==> src/design/capture_consts.svh <==
`ifndef CAPTURE_CONSTS_SVH
`define CAPTURE_CONSTS_SVH

// ------------------------------------------------------------
// register byte offsets
// ------------------------------------------------------------
`define OFF_CTRL      8'h00
`define OFF_COUNT     8'h04
`define OFF_RSTPOS    8'h08
`define OFF_CMPAMT    8'h0c
`define OFF_CMPCTL    8'h10
`define OFF_CMPREM    8'h14
`define OFF_LASTCAP   8'h18
`define OFF_AXIS      8'h1c
`define OFF_IRQSTAT   8'h20
`define OFF_IRQMASK   8'h24

// ------------------------------------------------------------
// control word fields
// ------------------------------------------------------------
`define F_START       0
`define F_PRESET      1
`define F_CHAIN       2
`define F_LAUNCH      3
`define F_SRC_LSB     4
`define F_POL_LSB     8
`define F_TIME_LSB    12
`define SRC_OFF       4'h0
`define SRC_AUX       4'h1
`define SRC_PULSE     4'h2
`define SRC_MOTOR     4'h3
`define POL_NC        4'h1

// ------------------------------------------------------------
// reset values and limits
// ------------------------------------------------------------
`define CTRL_RST      16'h2010
`define CTRL_MAX      16'hf13f
`define COUNT_RST     16'h0001
`define CMPAMT_RST    16'h0001
`define PATH_FIFTY    8'h32

// ------------------------------------------------------------
// interrupt status bits
// ------------------------------------------------------------
`define IRQ_CAPTURE   0
`define IRQ_DONE      1
`define IRQ_REFUSED   2
`define IRQ_LAUNCH    3
`define IRQ_W         4

// ------------------------------------------------------------
// timing
// ------------------------------------------------------------
`define TRIG_UNIT_NS  1000000
`define CLK_PERIOD_NS 10

`endif

==> src/design/capture_pkg.sv <==
package capture_pkg;
	typedef enum logic {CAP_IDLE, CAP_RUN} cap_state_t;
endpackage : capture_pkg

==> src/design/position_capture_control.sv <==
`timescale 1ns/100ps
`include "capture_consts.svh"
module position_capture_control
	import capture_pkg::*;
#(
	parameter int MS_CYCLES = `TRIG_UNIT_NS / `CLK_PERIOD_NS
) (
	// clock and reset
	input  wire logic        hclk,
	input  wire logic        hresetn,
	// ahb-lite slave
	input  wire logic        hsel,
	input  wire logic [31:0] haddr,
	input  wire logic [1:0]  htrans,
	input  wire logic        hwrite,
	input  wire logic [2:0]  hsize,
	input  wire logic [31:0] hwdata,
	input  wire logic        hready,
	output logic [31:0]      hrdata,
	output logic             hreadyout,
	output logic             hresp,
	// position sources and trigger
	input  wire logic [31:0] aux_pos,
	input  wire logic [31:0] pulse_cmd_pos,
	input  wire logic [31:0] motor_pos,
	input  wire logic        trig_pin,
	// capture results
	output logic             capture_done_output,
	output logic             capture_valid,
	output logic [31:0]      capture_data,
	output logic             pos_load,
	output logic [31:0]      pos_load_value,
	output logic             compare_enable,
	output logic             path_launch,
	output logic [7:0]       path_number,
	output logic             irq
);
	cap_state_t      state_q, state_d;
	logic [15:0]     ctrl_q, ctrl_d, cnt_q, cnt_d, cmp_amt_q, cmp_amt_d, cmp_rem_q, cmp_rem_d;
	logic [31:0]     rst_pos_q, rst_pos_d, last_q, last_d, axis_q, axis_d, hrdata_q, hrdata_d;
	logic [`IRQ_W-1:0] stat_q, stat_d, mask_q, mask_d, ev;
	logic            done_q, done_d, first_q, first_d, cmp_en_q, cmp_en_d;
	logic            valid_q, valid_d, pload_q, pload_d, launch_q, launch_d, irq_q, irq_d;
	logic [7:0]      pnum_q, pnum_d, wr_addr_q, wr_addr_d, rd_addr_q, rd_addr_d;
	logic            wr_pend_q, wr_pend_d, rd_pend_q, rd_pend_d, ready_q, ready_d;
	logic            trig, cap_ev, addr_ok;
	logic [31:0]     sel_pos;
	logic [15:0]     wdata;

	function automatic logic [3:0] ctrl_src(input logic [15:0] c);
		ctrl_src = c[`F_SRC_LSB +: 4];
	endfunction : ctrl_src

	function automatic logic wr_hit(input logic p, input logic [7:0] a, input logic [7:0] o);
		wr_hit = p && (a == o);
	endfunction : wr_hit

	trigger_filter #(
		.MS_CYCLES (MS_CYCLES)
	) u_trig (
		.hclk       (hclk),
		.hresetn    (hresetn),
		.trig_pin   (trig_pin),
		.polarity   (ctrl_q[`F_POL_LSB +: 4]),
		.trig_ms    (ctrl_q[`F_TIME_LSB +: 4]),
		.trig_pulse (trig)
	);

	// ------------------------------------------------------------
	// source select
	// ------------------------------------------------------------
	always_comb begin
		unique case (ctrl_src(ctrl_q))
			`SRC_AUX:   sel_pos = aux_pos;
			`SRC_PULSE: sel_pos = pulse_cmd_pos;
			`SRC_MOTOR: sel_pos = motor_pos;
			default:    sel_pos = axis_q;
		endcase
	end

	// ------------------------------------------------------------
	// bus front end
	// ------------------------------------------------------------
	// reads take one wait state so a write just before is visible
	always_comb begin
		addr_ok   = hsel && htrans[1] && hready;
		wr_pend_d = addr_ok && hwrite;
		rd_pend_d = addr_ok && !hwrite;
		wr_addr_d = addr_ok ? haddr[7:0] : wr_addr_q;
		rd_addr_d = addr_ok ? haddr[7:0] : rd_addr_q;
		ready_d   = !rd_pend_d;
		hrdata_d  = hrdata_q;
		if (rd_pend_q) begin
			unique case (rd_addr_q)
				`OFF_CTRL:    hrdata_d = {16'h0000, ctrl_q};
				`OFF_COUNT:   hrdata_d = {16'h0000, cnt_q};
				`OFF_RSTPOS:  hrdata_d = rst_pos_q;
				`OFF_CMPAMT:  hrdata_d = {16'h0000, cmp_amt_q};
				`OFF_CMPCTL:  hrdata_d = {31'h00000000, cmp_en_q};
				`OFF_CMPREM:  hrdata_d = {16'h0000, cmp_rem_q};
				`OFF_LASTCAP: hrdata_d = last_q;
				`OFF_AXIS:    hrdata_d = axis_q;
				`OFF_IRQSTAT: hrdata_d = {28'h0000000, stat_q};
				`OFF_IRQMASK: hrdata_d = {28'h0000000, mask_q};
				default:      hrdata_d = 32'h00000000;
			endcase
		end
	end

	// ------------------------------------------------------------
	// capture control
	// ------------------------------------------------------------
	always_comb begin
		wdata     = hwdata[15:0];
		state_d   = state_q;
		ctrl_d    = ctrl_q;
		cnt_d     = cnt_q;
		cmp_amt_d = cmp_amt_q;
		cmp_rem_d = cmp_rem_q;
		cmp_en_d  = cmp_en_q;
		rst_pos_d = rst_pos_q;
		last_d    = last_q;
		done_d    = done_q;
		first_d   = first_q;
		valid_d   = 1'b0;
		pload_d   = 1'b0;
		launch_d  = 1'b0;
		pnum_d    = pnum_q;
		mask_d    = mask_q;
		ev        = '0;
		axis_d    = (ctrl_src(ctrl_q) != `SRC_OFF) ? sel_pos : axis_q;
		if (wr_hit(wr_pend_q, wr_addr_q, `OFF_CTRL) && wdata <= `CTRL_MAX) begin
			if (ctrl_q[`F_START]) begin
				// a second start is dropped; only a stop is taken
				if (!wdata[`F_START]) begin
					ctrl_d  = wdata;
					state_d = CAP_IDLE;
				end
			end else if (wdata[`F_START] && cnt_q != 16'h0000) begin
				ctrl_d  = wdata;
				state_d = CAP_RUN;
				done_d  = 1'b0;
				first_d = 1'b1;
			end else if (wdata[`F_START]) begin
				ctrl_d = wdata & ~16'h0001;
				done_d = 1'b0;
				ev[`IRQ_REFUSED] = 1'b1;
			end else begin
				ctrl_d = wdata;
			end
		end
		// count and reset position writes are only taken while stopped
		if (state_q == CAP_IDLE) begin
			if (wr_hit(wr_pend_q, wr_addr_q, `OFF_COUNT)) begin
				cnt_d = wdata;
			end
			if (wr_hit(wr_pend_q, wr_addr_q, `OFF_RSTPOS)) begin
				rst_pos_d = hwdata;
			end
		end
		if (wr_hit(wr_pend_q, wr_addr_q, `OFF_CMPAMT) && !cmp_en_q) begin
			cmp_amt_d = wdata;
		end
		if (wr_hit(wr_pend_q, wr_addr_q, `OFF_CMPCTL)) begin
			cmp_en_d = hwdata[0];
			if (hwdata[0] && !cmp_en_q) begin
				cmp_rem_d = cmp_amt_q;
			end
		end
		if (wr_hit(wr_pend_q, wr_addr_q, `OFF_IRQMASK)) begin
			mask_d = hwdata[`IRQ_W-1:0];
		end
		cap_ev = trig && state_q == CAP_RUN && state_d == CAP_RUN
			&& ctrl_src(ctrl_q) != `SRC_OFF;
		if (cap_ev) begin
			last_d  = sel_pos;
			valid_d = 1'b1;
			cnt_d   = cnt_q - 16'h0001;
			first_d = 1'b0;
			ev[`IRQ_CAPTURE] = 1'b1;
			if (first_q && ctrl_q[`F_PRESET]) begin
				pload_d = 1'b1;
			end
			if (first_q && ctrl_q[`F_CHAIN] && !cmp_en_q) begin
				cmp_en_d  = 1'b1;
				cmp_rem_d = cmp_amt_q;
			end
			if (cnt_q == 16'h0001) begin
				state_d = CAP_IDLE;
				done_d  = 1'b1;
				ctrl_d[`F_START] = 1'b0;
				ev[`IRQ_DONE] = 1'b1;
				if (ctrl_q[`F_LAUNCH]) begin
					launch_d = 1'b1;
					pnum_d   = `PATH_FIFTY;
					ev[`IRQ_LAUNCH] = 1'b1;
				end
			end
		end
		// new events win over a same-cycle write-one clear
		stat_d = stat_q | ev;
		if (wr_hit(wr_pend_q, wr_addr_q, `OFF_IRQSTAT)) begin
			stat_d = (stat_q & ~hwdata[`IRQ_W-1:0]) | ev;
		end
		irq_d = |(stat_d & mask_d);
	end

	always_ff @(posedge hclk or negedge hresetn) begin
		if (!hresetn) begin
			state_q   <= CAP_IDLE;
			ctrl_q    <= `CTRL_RST;
			cnt_q     <= `COUNT_RST;
			cmp_amt_q <= `CMPAMT_RST;
			cmp_rem_q <= 16'h0000;
			cmp_en_q  <= 1'b0;
			rst_pos_q <= 32'h00000000;
			last_q    <= 32'h00000000;
			axis_q    <= 32'h00000000;
			done_q    <= 1'b0;
			first_q   <= 1'b0;
			valid_q   <= 1'b0;
			pload_q   <= 1'b0;
			launch_q  <= 1'b0;
			pnum_q    <= 8'h00;
			stat_q    <= '0;
			mask_q    <= '0;
			irq_q     <= 1'b0;
			wr_pend_q <= 1'b0;
			rd_pend_q <= 1'b0;
			wr_addr_q <= 8'h00;
			rd_addr_q <= 8'h00;
			ready_q   <= 1'b1;
			hrdata_q  <= 32'h00000000;
		end else begin
			state_q   <= state_d;
			ctrl_q    <= ctrl_d;
			cnt_q     <= cnt_d;
			cmp_amt_q <= cmp_amt_d;
			cmp_rem_q <= cmp_rem_d;
			cmp_en_q  <= cmp_en_d;
			rst_pos_q <= rst_pos_d;
			last_q    <= last_d;
			axis_q    <= axis_d;
			done_q    <= done_d;
			first_q   <= first_d;
			valid_q   <= valid_d;
			pload_q   <= pload_d;
			launch_q  <= launch_d;
			pnum_q    <= pnum_d;
			stat_q    <= stat_d;
			mask_q    <= mask_d;
			irq_q     <= irq_d;
			wr_pend_q <= wr_pend_d;
			rd_pend_q <= rd_pend_d;
			wr_addr_q <= wr_addr_d;
			rd_addr_q <= rd_addr_d;
			ready_q   <= ready_d;
			hrdata_q  <= hrdata_d;
		end
	end

	assign hrdata              = hrdata_q;
	assign hreadyout           = ready_q;
	assign hresp               = 1'b0;
	assign capture_done_output = done_q;
	assign capture_valid       = valid_q;
	assign capture_data        = last_q;
	assign pos_load            = pload_q;
	assign pos_load_value      = rst_pos_q;
	assign compare_enable      = cmp_en_q;
	assign path_launch         = launch_q;
	assign path_number         = pnum_q;
	assign irq                 = irq_q;

	// ------------------------------------------------------------
	// checks
	// ------------------------------------------------------------
	logic start_wr, ctrl_wr_ok;
	assign ctrl_wr_ok = wr_hit(wr_pend_q, wr_addr_q, `OFF_CTRL) && wdata <= `CTRL_MAX;
	assign start_wr   = ctrl_wr_ok && wdata[`F_START] && !ctrl_q[`F_START];
endmodule : position_capture_control

==> src/design/trigger_filter.sv <==
`timescale 1ns/100ps
`include "capture_consts.svh"
module trigger_filter #(
	parameter int MS_CYCLES = 100000
) (
	// clock and reset
	input  wire logic       hclk,
	input  wire logic       hresetn,
	// trigger contact and settings
	input  wire logic       trig_pin,
	input  wire logic [3:0] polarity,
	input  wire logic [3:0] trig_ms,
	// qualified trigger
	output logic            trig_pulse
);
	logic        sync1_q, sync2_q, act_prev_q, pulse_q, pulse_d, act;
	logic [16:0] ms_cnt_q, ms_cnt_d;
	logic [3:0]  hold_q, hold_d;

	// ------------------------------------------------------------
	// contact sense and lockout
	// ------------------------------------------------------------
	always_comb begin
		act      = (polarity == `POL_NC) ? ~sync2_q : sync2_q;
		pulse_d  = 1'b0;
		hold_d   = hold_q;
		ms_cnt_d = ms_cnt_q;
		if (act && !act_prev_q && hold_q == 4'h0) begin
			pulse_d  = 1'b1;
			hold_d   = trig_ms;
			ms_cnt_d = 17'h00000;
		end else if (hold_q != 4'h0) begin
			// lockout counts whole milliseconds after each trigger
			if (ms_cnt_q == 17'(MS_CYCLES - 1)) begin
				ms_cnt_d = 17'h00000;
				hold_d   = hold_q - 4'h1;
			end else begin
				ms_cnt_d = ms_cnt_q + 17'h00001;
			end
		end
	end

	always_ff @(posedge hclk or negedge hresetn) begin
		if (!hresetn) begin
			sync1_q    <= 1'b0;
			sync2_q    <= 1'b0;
			act_prev_q <= 1'b0;
			pulse_q    <= 1'b0;
			hold_q     <= 4'h0;
			ms_cnt_q   <= 17'h00000;
		end else begin
			sync1_q    <= trig_pin;
			sync2_q    <= sync1_q;
			act_prev_q <= act;
			pulse_q    <= pulse_d;
			hold_q     <= hold_d;
			ms_cnt_q   <= ms_cnt_d;
		end
	end

	assign trig_pulse = pulse_q;
endmodule : trigger_filter

==> config.mk <==
export PLATFORM = sky130hd
export DESIGN_NAME = position_capture_control
export DESIGN_NICKNAME = d
export VERILOG_FILES = /design/src/design/capture_pkg.sv /design/src/design/position_capture_control.sv /design/src/design/trigger_filter.sv
export VERILOG_INCLUDE_DIRS = /design/src /design/src/design
export SDC_FILE = /design/constraint.sdc
export NUM_CORES = 1
export LEC_CHECK = 0
export ABC_AREA = 1
export BUFFER_PORTS_ARGS = -buffer_cell sky130_fd_sc_hd__buf_2
export CAP_MARGIN = 20
export CORE_UTILIZATION = 49
export DETAILED_ROUTE_END_ITERATION = 10
export GPL_ROUTABILITY_DRIVEN = 0
export GPL_TIMING_DRIVEN = 0
export PLACE_DENSITY = 0.76
export SLEW_MARGIN = 30
export SYNTH_ARGS = -nofsm -noshare
export SYNTH_HDL_FRONTEND = slang
export SYNTH_HIERARCHICAL = 1
export SYNTH_SLANG_ARGS = --single-unit
export TNS_END_PERCENT = 10
==> constraint.sdc <==
create_clock -name hclk -period 1.8 [get_ports hclk]
set_clock_uncertainty 0.05 [all_clocks]
set_input_delay 0.27 -clock hclk [delete_from_list [all_inputs] [get_ports hclk]]
set_output_delay 0.27 -clock hclk [all_outputs]
set_load 0.1 [all_outputs]
==> flow_metrics.py <==
metrics = {
    "global_routing": {
        "grt_pass1_wl_um": 71600,
        "busiest_layer": "met2",
        "met1_usage": 0.447,
        "met3_usage": 0.0719,
        "grt_max_degree": 90,
        "overflow": 0,
        "grt_usage": 0.354,
        "met2_usage": 0.570,
        "antenna_found_initial": 1,
        "grt_pass1_vias": 13400,
    },
    "clocking": {
        "clock_path_buffers": 3,
        "root_buffer": "clkbuf_16",
        "clock-sinks": 245,
        "cts_tree": "built",
        "htree_levels": 1,
        "numCtsBuffers": 27,
        "path_clk_slew_ns": 0.06,
        "clock_latency_ns": 0.55,
    },
    "setup_path": {
        "start_kind": "flop",
        "cp_num_buf_inv": 2,
        "crit_family": "simple AND/OR/NAND/NOR gates",
        "crit_top_cell": "nand2_1",
        "critPathKind": "reg2reg",
        "worstPathArrival_ns": 2.42,
        "slowest_stage": "dfrtp_4",
        "cp-end-kind": "flop",
        "path_cells": "inv_1, nand2_1, clkbuf_1, nand2_1, o21ai_0, nand3_1, nand2_1, nand2_1, o21ai_1, nand2_1, nand2_1",
        "critPathMaxFanout": 10,
        "crit_required_ns": 2.21,
        "slowest_delay_ns": 0.43,
    },
    "yosys": {
        "ys_seq_area_frac": 0.491,
        "postSynthCellCount": 1594,
        "synth_ff_type": "dfrtp_1",
        "yosys_warnings": 6,
        "ys_seq_elements": 245,
        "synth_top_area_frac": 0.481,
        "synth-async-reset-ratio": 1.00,
        "yosys-top-cells-area": "dfrtp_1, nand2_1, o21ai_0",
        "synthTopCellsByCount": "nand2_1, dfrtp_1, inv_1",
        "syn_area_um2": 12500,
        "avgSynthCellArea_um2": 7.83,
        "yosysMostFrequentCell": "nand2_1",
        "synth.distinct_cells": 55,
        "synth_edf_count": 0,
        "synth.largest_area_cell": "dfrtp_1",
    },
    "power": {
        "p_sw_mw": 3.65,
        "p_comb_frac": 0.142,
        "p_leak_nw": 8.82,
        "power_frac_clock": 0.410,
        "p_sw_frac": 0.277,
        "p_per_area_nw_per_um2": 752,
        "ir_drop_uv": 573,
        "power_frac_seq": 0.448,
        "internal_power_mw": 9.54,
        "finalPower_mw": 13.2,
    },
    "placement": {
        "place.port_buffers": 248,
        "dp.final_hpwl_um": 31200,
        "pre_cts_ws_ns": -0.658,
        "placed_cell_area_um2": 14300,
    },
    "cells_and_area": {
        "final_area_um2": 17500,
        "syn2layout_area_growth_pct": 40.4,
        "regArea_um2": 6140,
        "multi_input_area_um2": 5810,
        "fillCellCount": 1783,
        "nets": 2224,
        "drive_gt1_frac": 0.272,
    },
    "floorplanning": {
        "num_rows": 58,
        "core_region_area_um2": 25100,
        "die_y_um": 162,
        "ios": 283,
        "chipWidth_um": 162,
        "die-area_um2": 26100,
        "initial_core_util": 0.497,
    },
    "status": {
        "status": "complete, but fails checks",
        "failed_checks": "negative setup slack",
    },
    "timing": {
        "fin_hold_ws_ns": 0.00819,
        "slew_headroom": 0.573,
        "slew_violations": 0,
        "finalCriticalPeriod_ns": 2.01,
        "finalCritPeriodShare": 1.12,
        "hold_viol_final": 0,
        "tightest_slew_ns": 0.640,
        "rsz0062_at_grt": "true",
        "fmax_ghz": 0.498,
        "tns_ns": -14.43,
        "finalSetupViolCount": 154,
        "final.setup.worst_slack_ns": -0.208,
    },
    "routing": {
        "drt_first_pass_iters": 6,
        "ant_nets": 0,
        "drc": 0,
        "drt_iter0_markers": 1390,
        "routed-via-count": 13800,
        "routed_wl_um": 47300,
        "wl_per_cell_um": 19.7,
        "viasPerCell": 5.74,
    },
    "flow_run": {
        "drv_cap": 0,
    },
    "min_path": {
        "hp-class": "in2reg",
    },
}
power by group through the flow:
stage | registers [mW] | clock network [mW] | logic, mW
finish | 5.90 | 5.41 | 1.87
global route | 5.93 | 5.63 | 2.04
detailed placement | 5.99 | 0 | 1.50
global placement | 5.98 | 0 | 1.44
floorplan | 6.15 | 0 | 0.774
CTS | 5.89 | 5.41 | 1.81
state kept, by name, summed over array words and instances (netlist names), 4 cells and up:
| signal | flops |
|---|---|
| stat_q | 4 |
| axis_q | 32 |
| cnt_q | 16 |
| hrdata | 32 |
| mask_q | 4 |
| u_trig/hold_q | 4 |
| u_trig/ms_cnt_q | 17 |
| pos_load_value | 32 |
| cmp_amt_q | 16 |
| rd_addr_q | 8 |
| ctrl_q | 16 |
| capture_data | 32 |
| cmp_rem_q | 16 |
layout by cell type, fill, tap and decap left out, types with 9 or more instances in the layout:
cell type	synthesis	final
nand2_1	592	558
buf_4	12	49
a221oi_1	14	14
clkbuf_16	0	29
inv_1	134	128
clkbuf_8	1	10
nand2_2	9	36
mux2_2	15	15
xor2_1	12	12
dlygate4sd3_1	0	124
buf_8	1	11
o21ai_1	54	74
a21oi_1	28	23
buf_6	7	18
nor3_1	23	11
nor2_2	4	10
nor2_4	4	9
nor2_1	70	59
buf_2	18	250
o21ai_2	4	21
nand2_4	4	9
nand3_1	65	60
dfrtp_1	240	238
o22ai_1	9	9
clkbuf_1	32	19
nand4_1	49	49
nor3_2	3	9
o211ai_1	10	10
o21ai_0	131	93
timing repair:
action,in CTS,in global routing
hold buffers,124,0
gates resized for setup,152,115
hold endpoints to repair,235,0
setup buffers,34,8
pin swaps,27,17
cloned,3,3
setup endpoints to repair,200,195
final cells by class:
class / count / share of cell area
diodes: 1 / 0.000143
flip-flops and latches: 245 / 0.350
repair buffers: 421 / 0.175
plain buffers: 74 / 0.0382
clock inverters: 8 / 0.00421
clock buffers: 42 / 0.0446
inverters: 144 / 0.0328
well taps: 330 / 0.0235
multi-input cells: 1135 / 0.332
metal layers:
layer | up-vias | part of all wire
met5 | - | 0.00028
met1 | 6493 | 0.38
met2 | 966 | 0.46
met3 | 235 | 0.10
met4 | 2 | 0.058
li1 | 6073 | -
final timing paths:
kind / start / end / slack [ns] / depth (start not counted)
min in group asynchronous: hresetn / pos_load_value[22] / 0.09 / 2
worst max-delay path: compare_enable / cmp_rem_q[12] / -0.21 / 11
worst min register to register: u_trig/sync1_q / u_trig/sync2_q / 0.30 / 0
max in group asynchronous: hresetn / ctrl_q[13] / 0.59 / 4
worst min-delay path: hwdata[11] / cnt_q[11] / 0.008 / 3
worst max register to register: compare_enable / cmp_rem_q[12] / -0.21 / 11
cells by family after synthesis:
| group | count (synthesis) | synth area share |
|---|---|---|
| AO/OA/AOI/OAI | 261 | 0.116 |
| buffers and inverters | 220 | 0.0810 |
| other | 1 | 0.000300 |
| XOR/XNOR | 13 | 0.00912 |
| adder cells (fa/ha/maj) | 5 | 0.00501 |
| flip-flops | 245 | 0.491 |
| multiplexers | 15 | 0.0135 |
| AND/OR/NAND/NOR | 834 | 0.284 |
tightest hold or removal path: stages:
cell and delay, ns:
buf_2 0.12, nand2_1 0.06, o211ai_1 0.08
per-stage QoR:
step	cells	utilization
floorplan	1599	-
global placement	2177	0.566
detailed placement	2180	0.570
CTS	2390	0.683
global route	2399	0.698
finish	2400	0.698
Note: power is estimated with default switching activity, not from simulation.
